[src/bsr_pkg.sv]
package bsr_pkg;
    // operation command bytes and their echoes
    localparam logic [7:0] CMD_SUM = 8'h20;
    localparam logic [7:0] CMD_INFO = 8'h30;
    localparam logic [7:0] CMD_ERASE = 8'h40;
    localparam logic [7:0] ERASE_CONFIRM = 8'h54;
    // erase result and completion acknowledges
    localparam logic [7:0] END_OK = 8'h4f;
    localparam logic [7:0] END_FAIL = 8'h4c;
    localparam logic [7:0] ACK_ERASE_OK = 8'h5d;
    localparam logic [7:0] ACK_ERASE_FAIL = 8'h60;
    // error acknowledge low nibbles
    localparam logic [3:0] NIB_RX_ERR = 4'h8;
    localparam logic [3:0] NIB_CMD_ERR = 4'h1;
    // reset value of the remembered command byte
    localparam logic [7:0] LAST_CMD_RST = 8'h00;
    // reply last indices and lengths after the acknowledge, checksum included
    localparam logic [6:0] SUM_LAST = 7'h02;
    localparam logic [6:0] INFO_LAST = 7'h3d;
    localparam logic [6:0] RES_LAST = 7'h01;
    localparam logic [6:0] SUM_REPLY_LEN = 7'h03;
    localparam logic [6:0] INFO_REPLY_LEN = 7'h3e;
    localparam logic [6:0] ERASE_REPLY_LEN = 7'h02;
    // positions inside the information reply (0 is the fifth byte)
    localparam int INFO_BYTES = 61;
    localparam int ID_POS = 0;
    localparam int ID_LEN = 4;
    localparam int NAME_POS = 4;
    localparam int NAME_LEN = 12;
    localparam int STAT_POS = 40;
    // status word bits
    localparam int STAT_READ_BIT = 0;
    localparam int STAT_WRITE_BIT = 1;
    localparam int STAT_SECTOR_BIT = 2;
    localparam logic STAT_SECTORED = 1'b0;
    // arbitrary neutral part designation, space padded
    localparam logic [95:0] PART_NAME_DEF = "BSRPART01   ";
    // fixed information bytes, first byte in the top lane
    localparam logic [8*INFO_BYTES-1:0] INFO_TABLE = {
        32'h00000000, // identification, filled live
        96'h0, // part name, filled live
        32'hf4fe0200, // password compare start
        32'h00100000, // ram start
        32'hff2d0000, // ram user area end
        32'hff2f0000, // ram end
        64'h0, // filler
        16'h0000, // status, filled live
        32'h00000100, // flash start
        32'hffff0200, // flash end
        16'h1000, // sector count
        32'h00000100, // sector start
        24'h001000, // sector size in words
        16'h1000 // equal sectors
    };
    // reply buffer depth
    localparam int BUF_DEPTH = 2;
endpackage

[src/bsr_if.sv]
`timescale 1ns/1ns
interface bsr_if;
    // controller to device byte stream
    logic c2d_valid;
    logic [7:0] c2d_data;
    logic c2d_err;
    logic c2d_ready;
    // device to controller byte stream
    logic d2c_valid;
    logic [7:0] d2c_data;
    logic d2c_ready;

    modport dev (
        input c2d_valid, c2d_data, c2d_err, d2c_ready,
        output c2d_ready, d2c_valid, d2c_data
    );
    modport ctl (
        output c2d_valid, c2d_data, c2d_err, d2c_ready,
        input c2d_ready, d2c_valid, d2c_data
    );
endinterface

[src/bsr_device.sv]
`timescale 1ns/1ns
// Operation
// [RULE1] 20h command echoed, starts checksum reply
// [RULE2] receive error answered with low nibble 8
// [RULE3] error ack upper nibble from last command
// [RULE4] known command echoed unchanged
// [RULE5] unknown command answered with low nibble 1
// [RULE6] sum sent upper byte, then lower byte
// [RULE7] seventh byte negates sum of sum bytes
// [RULE8] controller sends next command after reply
// [RULE9] 30h command echoed, starts information reply
// [RULE10] bytes 5-8 are software identification bytes
// [RULE11] bytes 9-20 are space padded part name
// [RULE12] bytes 21-24 password compare start address
// [RULE13] bytes 25-36 three ram addresses
// [RULE14] bytes 37-44 are filler
// [RULE15] bytes 45-46 are protection status word
// [RULE16] bytes 47-50 flash start address
// [RULE17] bytes 51-54 flash end address
// [RULE18] bytes 55-56 sector count
// [RULE19] bytes 57-65 sector description
// [RULE20] byte 66 negates sum of bytes 5-65
// [RULE21] 40h command echoed, then await confirmation
// [RULE22] 54h confirms erase, else command error
// [RULE23] erase result byte then completion ack
// [RULE24] bytes handled one at a time
module bsr_device
    import bsr_pkg::*;
#(
    parameter logic [95:0] PART_NAME = PART_NAME_DEF
) (
    // clock and reset
    input wire logic clock_i,
    input wire logic rst_n_i,
    // link to the controller
    bsr_if.dev link,
    // flash facts
    input wire logic [15:0] flash_sum_i,
    input wire logic [31:0] sw_id_i,
    input wire logic read_prot_i,
    input wire logic write_prot_i,
    // erase engine
    input wire logic erase_done_i,
    input wire logic erase_ok_i,
    output logic erase_start_o,
    output logic cmd_idle_o
);
    typedef enum logic [6:0] {
        S_CMD = 7'b0000001,
        S_ACK = 7'b0000010,
        S_SUM = 7'b0000100,
        S_INFO = 7'b0001000,
        S_CONF = 7'b0010000,
        S_ERASE = 7'b0100000,
        S_RES = 7'b1000000
    } bsr_state_e;

    bsr_state_e state_q;
    bsr_state_e state_d;
    bsr_state_e next_q;
    logic [7:0] ack_q;
    logic [7:0] last_cmd_q;
    logic [6:0] idx_q;
    logic [7:0] cks_q;
    logic erase_ok_q;
    logic ready_q;
    logic erase_start_q;
    logic idle_q;
    logic accept;
    logic push_req;
    logic push;
    logic [7:0] push_byte;
    logic [7:0] info_byte;
    logic fifo_free;
    logic pop;
    logic [7:0] buf_q [BUF_DEPTH];
    logic wr_q;
    logic rd_q;
    logic [1:0] cnt_q;

    assign accept = link.c2d_valid & ready_q; // [RULE24]
    assign fifo_free = (cnt_q != 2'(BUF_DEPTH));
    assign push = push_req & fifo_free;
    assign pop = link.d2c_valid & link.d2c_ready;
    assign link.c2d_ready = ready_q;
    assign link.d2c_valid = (cnt_q != 2'h0);
    assign link.d2c_data = buf_q[rd_q];
    assign erase_start_o = erase_start_q;
    assign cmd_idle_o = idle_q;

    // information reply byte at the current index
    always_comb begin // [RULE18] [RULE19]
        int k;
        k = int'(idx_q);
        info_byte = 8'h00;
        if (k < INFO_BYTES) begin // [RULE12] [RULE13] [RULE14] [RULE16]
            info_byte = INFO_TABLE[8*(INFO_BYTES-1-k) +: 8]; // [RULE17]
        end
        if (k >= ID_POS && k < ID_POS + ID_LEN) begin
            info_byte = sw_id_i[8*(k-ID_POS) +: 8]; // [RULE10]
        end
        if (k >= NAME_POS && k < NAME_POS + NAME_LEN) begin
            info_byte = PART_NAME[8*(NAME_POS+NAME_LEN-1-k) +: 8]; // [RULE11]
        end
        if (k == STAT_POS) begin
            info_byte[STAT_READ_BIT] = ~read_prot_i; // [RULE15]
            info_byte[STAT_WRITE_BIT] = ~write_prot_i; // [RULE15]
            info_byte[STAT_SECTOR_BIT] = STAT_SECTORED; // [RULE15]
        end
    end

    // sequencer
    always_comb begin
        state_d = state_q;
        push_req = 1'b0;
        push_byte = 8'h00;
        case (state_q)
            S_CMD, S_CONF: begin
                if (accept) begin
                    state_d = S_ACK;
                end
            end
            S_ACK: begin
                push_req = 1'b1;
                push_byte = ack_q;
                if (fifo_free) begin
                    state_d = next_q;
                end
            end
            S_SUM: begin
                push_req = 1'b1;
                if (idx_q == 7'h00) begin
                    push_byte = flash_sum_i[15:8]; // [RULE6]
                end else if (idx_q == 7'h01) begin
                    push_byte = flash_sum_i[7:0]; // [RULE6]
                end else begin
                    push_byte = 8'h00 - cks_q; // [RULE7]
                end
                if (fifo_free && idx_q == SUM_LAST) begin
                    state_d = S_CMD;
                end
            end
            S_INFO: begin
                push_req = 1'b1;
                if (idx_q == INFO_LAST) begin
                    push_byte = 8'h00 - cks_q; // [RULE20]
                end else begin
                    push_byte = info_byte;
                end
                if (fifo_free && idx_q == INFO_LAST) begin
                    state_d = S_CMD;
                end
            end
            S_ERASE: begin
                if (erase_done_i) begin
                    state_d = S_RES;
                end
            end
            S_RES: begin
                push_req = 1'b1;
                if (idx_q == 7'h00) begin
                    push_byte = erase_ok_q ? END_OK : END_FAIL; // [RULE23]
                end else begin
                    push_byte = erase_ok_q ? ACK_ERASE_OK
                        : ACK_ERASE_FAIL; // [RULE23]
                end
                if (fifo_free && idx_q == RES_LAST) begin
                    state_d = S_CMD;
                end
            end
            default: begin
                state_d = S_CMD;
            end
        endcase
    end

    always_ff @(posedge clock_i) begin
        if (!rst_n_i) begin
            state_q <= S_CMD;
        end else begin
            state_q <= state_d;
        end
    end

    // command and confirmation decode
    always_ff @(posedge clock_i) begin
        if (!rst_n_i) begin
            ack_q <= 8'h00;
            next_q <= S_CMD;
            last_cmd_q <= LAST_CMD_RST;
        end else if (accept && state_q == S_CMD) begin
            if (link.c2d_err) begin
                ack_q <= {last_cmd_q[7:4], NIB_RX_ERR}; // [RULE2] [RULE3]
                next_q <= S_CMD;
            end else begin
                last_cmd_q <= link.c2d_data;
                ack_q <= link.c2d_data; // [RULE4]
                case (link.c2d_data)
                    CMD_SUM: next_q <= S_SUM; // [RULE1]
                    CMD_INFO: next_q <= S_INFO; // [RULE9]
                    CMD_ERASE: next_q <= S_CONF; // [RULE21]
                    default: begin // [RULE5]
                        ack_q <= {link.c2d_data[7:4], NIB_CMD_ERR}; // [RULE3]
                        next_q <= S_CMD;
                    end
                endcase
            end
        end else if (accept) begin
            if (link.c2d_err) begin
                ack_q <= {last_cmd_q[7:4], NIB_RX_ERR}; // [RULE2] [RULE3]
                next_q <= S_CMD;
            end else if (link.c2d_data == ERASE_CONFIRM) begin
                ack_q <= ERASE_CONFIRM; // [RULE22]
                next_q <= S_ERASE;
            end else begin
                ack_q <= {last_cmd_q[7:4], NIB_CMD_ERR}; // [RULE22] [RULE3]
                next_q <= S_CMD;
            end
        end
    end

    // reply index and running checksum
    always_ff @(posedge clock_i) begin
        if (!rst_n_i) begin
            idx_q <= 7'h00;
            cks_q <= 8'h00;
        end else if (state_q == S_ACK || state_q == S_ERASE) begin
            idx_q <= 7'h00;
            cks_q <= 8'h00;
        end else if (push) begin
            idx_q <= idx_q + 7'h01;
            cks_q <= cks_q + push_byte; // [RULE7] [RULE20]
        end
    end

    // erase handshake and status flops
    always_ff @(posedge clock_i) begin
        if (!rst_n_i) begin
            erase_start_q <= 1'b0;
            erase_ok_q <= 1'b0;
            ready_q <= 1'b0;
            idle_q <= 1'b0;
        end else begin
            erase_start_q <= (state_q == S_ACK) && fifo_free
                && (next_q == S_ERASE); // [RULE22]
            if (state_q == S_ERASE && erase_done_i) begin
                erase_ok_q <= erase_ok_i;
            end
            ready_q <= (state_d == S_CMD) || (state_d == S_CONF); // [RULE24]
            idle_q <= (state_d == S_CMD);
        end
    end

    // two-entry reply buffer
    always_ff @(posedge clock_i) begin
        if (!rst_n_i) begin
            wr_q <= 1'b0;
            rd_q <= 1'b0;
            cnt_q <= 2'h0;
        end else begin
            if (push) begin
                wr_q <= ~wr_q;
            end
            if (pop) begin
                rd_q <= ~rd_q;
            end
            cnt_q <= cnt_q + {1'b0, push} - {1'b0, pop};
        end
    end

    always_ff @(posedge clock_i) begin
        if (push) begin
            buf_q[wr_q] <= push_byte;
        end
    end
endmodule

[src/flat_wrapper.sv]
// flat-port wrapper written by rule: the top's interface ports become plain ports
module bsr_device_flat import bsr_pkg::*;
#(
    parameter logic [95:0] PART_NAME = PART_NAME_DEF
)
  (clock_i, rst_n_i, flash_sum_i, sw_id_i, read_prot_i, write_prot_i, erase_done_i, erase_ok_i, erase_start_o, cmd_idle_o, link_c2d_valid, link_c2d_data, link_c2d_err, link_d2c_ready, link_c2d_ready, link_d2c_valid, link_d2c_data);
  bsr_if link_i ();
  input wire logic clock_i;
  input wire logic rst_n_i;
  input wire logic [15:0] flash_sum_i;
  input wire logic [31:0] sw_id_i;
  input wire logic read_prot_i;
  input wire logic write_prot_i;
  input wire logic erase_done_i;
  input wire logic erase_ok_i;
  output logic erase_start_o;
  output logic cmd_idle_o;
  input wire logic [$bits(link_i.c2d_valid)-1:0] link_c2d_valid;
  input wire logic [$bits(link_i.c2d_data)-1:0] link_c2d_data;
  input wire logic [$bits(link_i.c2d_err)-1:0] link_c2d_err;
  input wire logic [$bits(link_i.d2c_ready)-1:0] link_d2c_ready;
  output wire logic [$bits(link_i.c2d_ready)-1:0] link_c2d_ready;
  output wire logic [$bits(link_i.d2c_valid)-1:0] link_d2c_valid;
  output wire logic [$bits(link_i.d2c_data)-1:0] link_d2c_data;
  assign link_i.c2d_valid = link_c2d_valid;
  assign link_i.c2d_data = link_c2d_data;
  assign link_i.c2d_err = link_c2d_err;
  assign link_i.d2c_ready = link_d2c_ready;
  assign link_c2d_ready = link_i.c2d_ready;
  assign link_d2c_valid = link_i.d2c_valid;
  assign link_d2c_data = link_i.d2c_data;
  bsr_device #(.PART_NAME(PART_NAME)) u_core (.clock_i(clock_i), .rst_n_i(rst_n_i), .link(link_i), .flash_sum_i(flash_sum_i), .sw_id_i(sw_id_i), .read_prot_i(read_prot_i), .write_prot_i(write_prot_i), .erase_done_i(erase_done_i), .erase_ok_i(erase_ok_i), .erase_start_o(erase_start_o), .cmd_idle_o(cmd_idle_o));
endmodule
[config.mk]
export PLATFORM = sky130hd
export DESIGN_NAME = bsr_device_flat
export DESIGN_NICKNAME = d
export VERILOG_FILES = /design/src/bsr_pkg.sv /design/src/bsr_if.sv /design/src/bsr_device.sv /design/src/flat_wrapper.sv
export SDC_FILE = /design/constraint.sdc
export NUM_CORES = 1
export LEC_CHECK = 0
export ABC_AREA = 1
export ABC_CLOCK_PERIOD_IN_PS = 4790
export BUFFER_PORTS_ARGS = -buffer_cell sky130_fd_sc_hd__buf_2
export CAP_MARGIN = 40
export CORE_ASPECT_RATIO = 2
export CORE_MARGIN = 1.5
export CORE_UTILIZATION = 50
export DETAILED_ROUTE_END_ITERATION = 10
export GPL_TIMING_DRIVEN = 0
export PLACE_DENSITY = 0.78
export SLEW_MARGIN = 20
export SYNTH_ARGS = -nofsm -noshare
export SYNTH_HDL_FRONTEND = slang
export SYNTH_SLANG_ARGS = --single-unit
[constraint.sdc]
create_clock -name clock_i -period 4.79 [get_ports clock_i]
set_clock_uncertainty 0.15 [all_clocks]
set_input_delay 0.7185 -clock clock_i [delete_from_list [all_inputs] [get_ports clock_i]]
set_output_delay 0.7185 -clock clock_i [all_outputs]
set_load 0.02 [all_outputs]
* After elaboration in Yosys (flattened, before gate mapping)
Memories as Yosys holds them, arrays and structs flattened. A register that Yosys moved wholly into a read port is not among the register bits. Cells that the tools add are included.
Storage, ports and cells: flip-flop bits (word level) 53, bits in writable memories 16, input port bits 65, logic and storage cells 109, memories kept 1
Memory list:
- u_core.buf_q | depth 2, width 8, rd ports 1, clocked after memory_dff 1, wr ports 1, line bsr_device.sv:76 | logic [7:0] buf_q [BUF_DEPTH];
Cells by class: add/subtract/negate cells 7, $lt $le $gt $ge 4, equal/unequal tests 19, shift operators 3, muxes and demuxes 35, bitwise gates (word level) 9, reductions and logical operators 18
Operators with widths (number):
- 488-bit by 32-bit indexed part select with 8-bit output (first input constant) | 1
- 8-bit two-way mux | 12
- 96-bit by 32-bit indexed part select with 8-bit output (first input constant) | 1
- 7-bit two-way mux | 10
- 7-bit one-hot mux with 6 select lines | 1
- 8-bit one-hot mux with 4 select lines | 1
- 32-bit by 11-bit indexed part select with 8-bit output | 1
- 7-bit by 1-bit == test with 1-bit output (second input constant) | 3
- 7-bit by 6-bit == test with 1-bit output (second input constant) | 3
- 8-bit by 6-bit == test with 1-bit output (second input constant) | 2
- 8-bit by 7-bit == test with 1-bit output (second input constant) | 2
- 5-bit one-hot mux with 3 select lines | 1
- 7-bit by 2-bit == test with 1-bit output (second input constant) | 2
- 7-bit by 5-bit == test with 1-bit output (second input constant) | 2
- 7-bit == test (second input constant) | 2
- 6-bit two-way mux | 2
- 8-bit adder | 1
- 1-bit logical AND | 8
- 1-bit by 8-bit subtractor with 8-bit output (first input constant) | 1
- 4-bit by 7-bit subtractor with 8-bit output (first input constant) | 1
- 6-bit by 7-bit subtractor with 8-bit output (first input constant) | 1
- 7-bit by 1-bit adder with 7-bit output (second input constant) | 1
- 7-bit by 3-bit == test with 1-bit output (second input constant) | 1
- 7-bit by 4-bit == test with 1-bit output (second input constant) | 1
- 20 further kinds | 34

* Depth between registers and ports, before layout
depth after elaboration 9, gate-level depth with buffers 32, gate-level depth less buffers 32

* Worst setup path before layout
Ideal clock, no wire load.
kind reg-to-reg, start register u_core.idx_q[0], end register u_core.cks_q[7], library setup time 0.114 ns, data arrival time 3.418 ns, data required time 4.526 ns, setup slack 1.108 ns, stages on the path, launching flop included 31, buffers on the path 1, clock period less this slack 3.682 ns, path through dfxtp_1 buf_6 inv_4 ha_1 inv_1 nand2_1 xor2_2 o21bai_1 nand2_1 nand2_1 nand2_1 o21ai_1 inv_1 o21ai_1 nand2_1 nand2_1 nand2_1 nand2_1 ha_1 a21oi_1 nand2_1 a21oi_1 o21bai_1 nand2_1 nand2_1 a21oi_1 nand3_2 nand2_1 nor2_1 nor2_1 nor2_2
Between the ends: word-level cells in the longest chain between the ends 9, elaborated cells on any way between the ends 24, classes of those cells add/sub (3); order compare (4); eq/ne (3); shift (3); mux (9); reduce/logical (2)
RTL lines:
- start: declaration | line bsr_device.sv:63 | logic [6:0] idx_q;
- start signal: assignment | line bsr_device.sv:231 | idx_q <= idx_q + 7'h01;
- 6-bit by 7-bit subtractor with 8-bit output | line bsr_device.sv:97 | info_byte = INFO_TABLE[8*(INFO_BYTES-1-k) +: 8];
- 488-bit by 32-bit indexed part select with 8-bit output | line bsr_device.sv:97
- 8-bit two-way mux | line bsr_device.sv:96 | if (k < INFO_BYTES) begin
- 8-bit two-way mux | line bsr_device.sv:99 | if (k >= ID_POS && k < ID_POS + ID_LEN) begin
- 8-bit two-way mux | line bsr_device.sv:102 | if (k >= NAME_POS && k < NAME_POS + NAME_LEN) begin
- 3-bit two-way mux | line bsr_device.sv:105 | if (k == STAT_POS) begin
- 8-bit two-way mux | line bsr_device.sv:145 | if (idx_q == INFO_LAST) begin
- 8-bit one-hot mux with 4 select lines * | line bsr_device.sv:117 | case (state_q)
- net u_core.push_byte[2] | line bsr_device.sv:72 | logic [7:0] push_byte;
- 8-bit adder * | line bsr_device.sv:232 | cks_q <= cks_q + push_byte;
- end signal: assignment | line bsr_device.sv:232
- end: declaration | line bsr_device.sv:64 | logic [7:0] cks_q;
The timed path passes the listed nets; every way through them passes the cells marked *. A chain may end at the register's enable or synchronous reset.

* Worst setup path after layout
Ends and elaborated chain as after synthesis.

==> summary.txt <==
Vias/cell: 5.65
Finished Core Util: 0.613
Number of port buffers: 76
M1 GR Usage: 0.251
Mapped Avg Cell Area: 7.09 um^2
Seq pwr share: 0.353
Total CTS buffers: 9
Final #Nets: 801
Cell row count: 48
CP Capture Type: flop
TritonRoute pass-1 iters: 5
GR Util All Layers: 0.267
Final setup fails: 0
Most frequent cells in the layout: nand2_1 (119), inv_1 (80), buf_2 (78), a21oi_1 (57), nor2_1 (56)
Crit. Startpoint: u_core.idx_q[0]
Cells after synthesis: 630
Cell variety after synth: 54
Syn_nets: 714
Post-cts hold buffer count: 0
Combinational share of power: 0.250
Initial antenna violation count: 0
Overall die width: 69.8 um
Area grow syn2layout: 18.7%
Fin. max-slew vios: 0
Iteration-0 DRC Markers: 279
Area leader, netlist: dfxtp_1
# IOs: 77
Clk_lat worst skew: 0.34 ns
Antenna cells: 0
Worst slew margin: 0.533
Internal: 1.23 mW
P_leak: 2.46 nW
Crit-path max FO: 9
Worst min path class: flop to flop
Status: finished, final reports clean
Detailed placer's ending HPWL: 10200 um
Reg2Reg Launch Point: u_core.idx_q[0]
Core box area: 8650 um^2
Post-Route WL: 12600 um
Gr ovfl total: 0
Fin. Hold Viols: 0
Clk slew on worst S/H paths: 0.06 ns
EDFF count, synth: 16
Max-Cap Viols: 0
Largest net degree at the start of global routing: 14
Layer with the highest usage: met2
Global-route wire length before repair: 20300 um
Synthesis warning total: 0
Placer Congestion: 0.944
CTS tree: yes
Post-synthesis sequential area ratio: 0.323
WL per Instance: 15.4 um
NetSw: 580 uW
Setup Buffers After CTS: 0
Fin crit period: 4.41 ns
Data required, critical path: 4.88 ns
Critical Path AT: 4.50 ns
RSZ-0062 raised after global routing: no
Dpl cells: 806
Synthesized cell area: 4470 um^2
FF+latch count, synth: 64
Met2 Use GR: 0.517
Total power: 1.81 mW
Most used DFF post-synth: dfxtp_1
Finished Layout Cells: 822
Max incr delay on CP: 0.33 ns
CP max stage cell: dfxtp_1
Vias in the first global route: 4636
Cell Pwr Density: 341 nW/um^2
CP most frequent cell: nand2_1
Commonest non-fill, non-tap cell in the layout: nand2_1
Routed Antenna Nets: 0
CTS max path bufs: 2
DRC: 0
Layout fillers: 795
Peak VDD IR: 0.326 mV
Max Freq: 227 MHz
CTS root buffer: clkbuf_16
Worst setup SP type: flop
# clock sinks: 64
Layout cell share with drive strength beyond 1: 0.193
Min-delay src: u_core.ack_q[1]
Top cells by area, synth: dfxtp_1 (22%), edfxtp_1 (11%), nand2_1 (10%)
Vias: 4647
Die Span Y: 137 um
Initial core utilization: 0.517
Kind of critical path: flop to flop
Sw Share: 0.321
Slew @ Worst Pin: 0.695 ns
H-tree lvl count: 3
Async set-reset flop share out of synthesis: 0
Routing usage on met3: 0.0405
Clock group share of total power: 0.397
Crit share post-route: 0.921
Setup_tns: 0 ns
Cts repair resizes: 0
Top cell type's share of synthesized area: 0.215
Die area: 9550 um^2
## layer usage
layer	wire, um	share of wire
met5	0	0
met3	656	0.052
met1	4450	0.35
met2	6770	0.54
met4	774	0.061
## registers in the layout, summed over array words and instances, names as in the netlist, 2 cells and up, named ones only
register,count
u_core.cks_q,8
u_core.next_q,5
u_core.state_q,7
u_core.cnt_q,2
u_core.idx_q,7
u_core.ack_q,8
u_core.buf_q,16
u_core.last_cmd_q,4
## per-stage QoR
stage	worst slack (ns)	cell area, um^2	hold WS (ns)
after floorplan	1.11	4470	0.271
after global placement	0.513	4970	0.281
after detailed placement	0.460	4970	0.299
after CTS	0.434	5300	0.308
after global routing	0.0444	5300	0.325
final	0.380	5300	0.307
## logic make-up (layout without fill, tap and decap cells)
logic type,count (synthesis),count (layout),synth area share
simple gates,267,267,0.277
compound gates,151,151,0.196
buf+inv,106,198,0.0947
flops,64,64,0.323
fa+ha+maj,19,19,0.0549
xor+xnor,14,14,0.0325
mux,9,9,0.0227
## cells in the mapped netlist (all sizes together), types with 4 or more instances
library cell	instances
a211oi	5
a21oi	58
a221oi	4
a31oi	5
buf	5
clkbuf	7
clkinv	4
dfxtp	48
edfxtp	16
ha	18
inv	90
mux2	9
nand2	124
nand3	40
nand4	16
nor2	58
nor3	19
nor4	6
o211ai	5
o21ai	55
xor2	12
## worst max-delay path: cells and delay by family (launching register included)
family / cells / cell delay [ns]
and+or+nand+nor: 16 / 1.26
DFF: 1 / 0.33
buffers and inverters: 4 / 0.45
xor gates and xnor gates: 1 / 0.29
AOI/OAI and AO/OA: 7 / 1.25
adders and majority gates: 2 / 0.58
## power groups by stage
stage	clock [mW]	combinational, mW	sequential, mW
3_5_place_dp	0	0.446	0.647
4_1_cts	0.721	0.450	0.636
3_3_place_gp	0	0.429	0.644
2_1_floorplan	0	0.306	0.648
5_1_grt	0.744	0.499	0.643
6_report	0.717	0.452	0.638
## area by class of cell
type | instances | area [um^2] | share of cell area
clock buffers | 9 | 225 | 0.0425
inverters | 94 | 355 | 0.0670
multi-input cells | 460 | 2600 | 0.491
clock inverters | 7 | 103 | 0.0194
repair buffers | 76 | 380 | 0.0717
flip-flops and latches | 64 | 1440 | 0.272
plain buffers | 12 | 67.6 | 0.0127
well taps | 100 | 125 | 0.0236
## final timing paths
kind	slack, ns	cells past startpoint	to
worst min-delay path	0.31	2	u_core.ack_q[1]
worst max register to register	0.38	30	u_core.cks_q[7]
worst min register to register	0.31	2	u_core.ack_q[1]
worst max-delay path	0.38	30	u_core.cks_q[7]
Note: power is estimated with default switching activity, not from simulation.
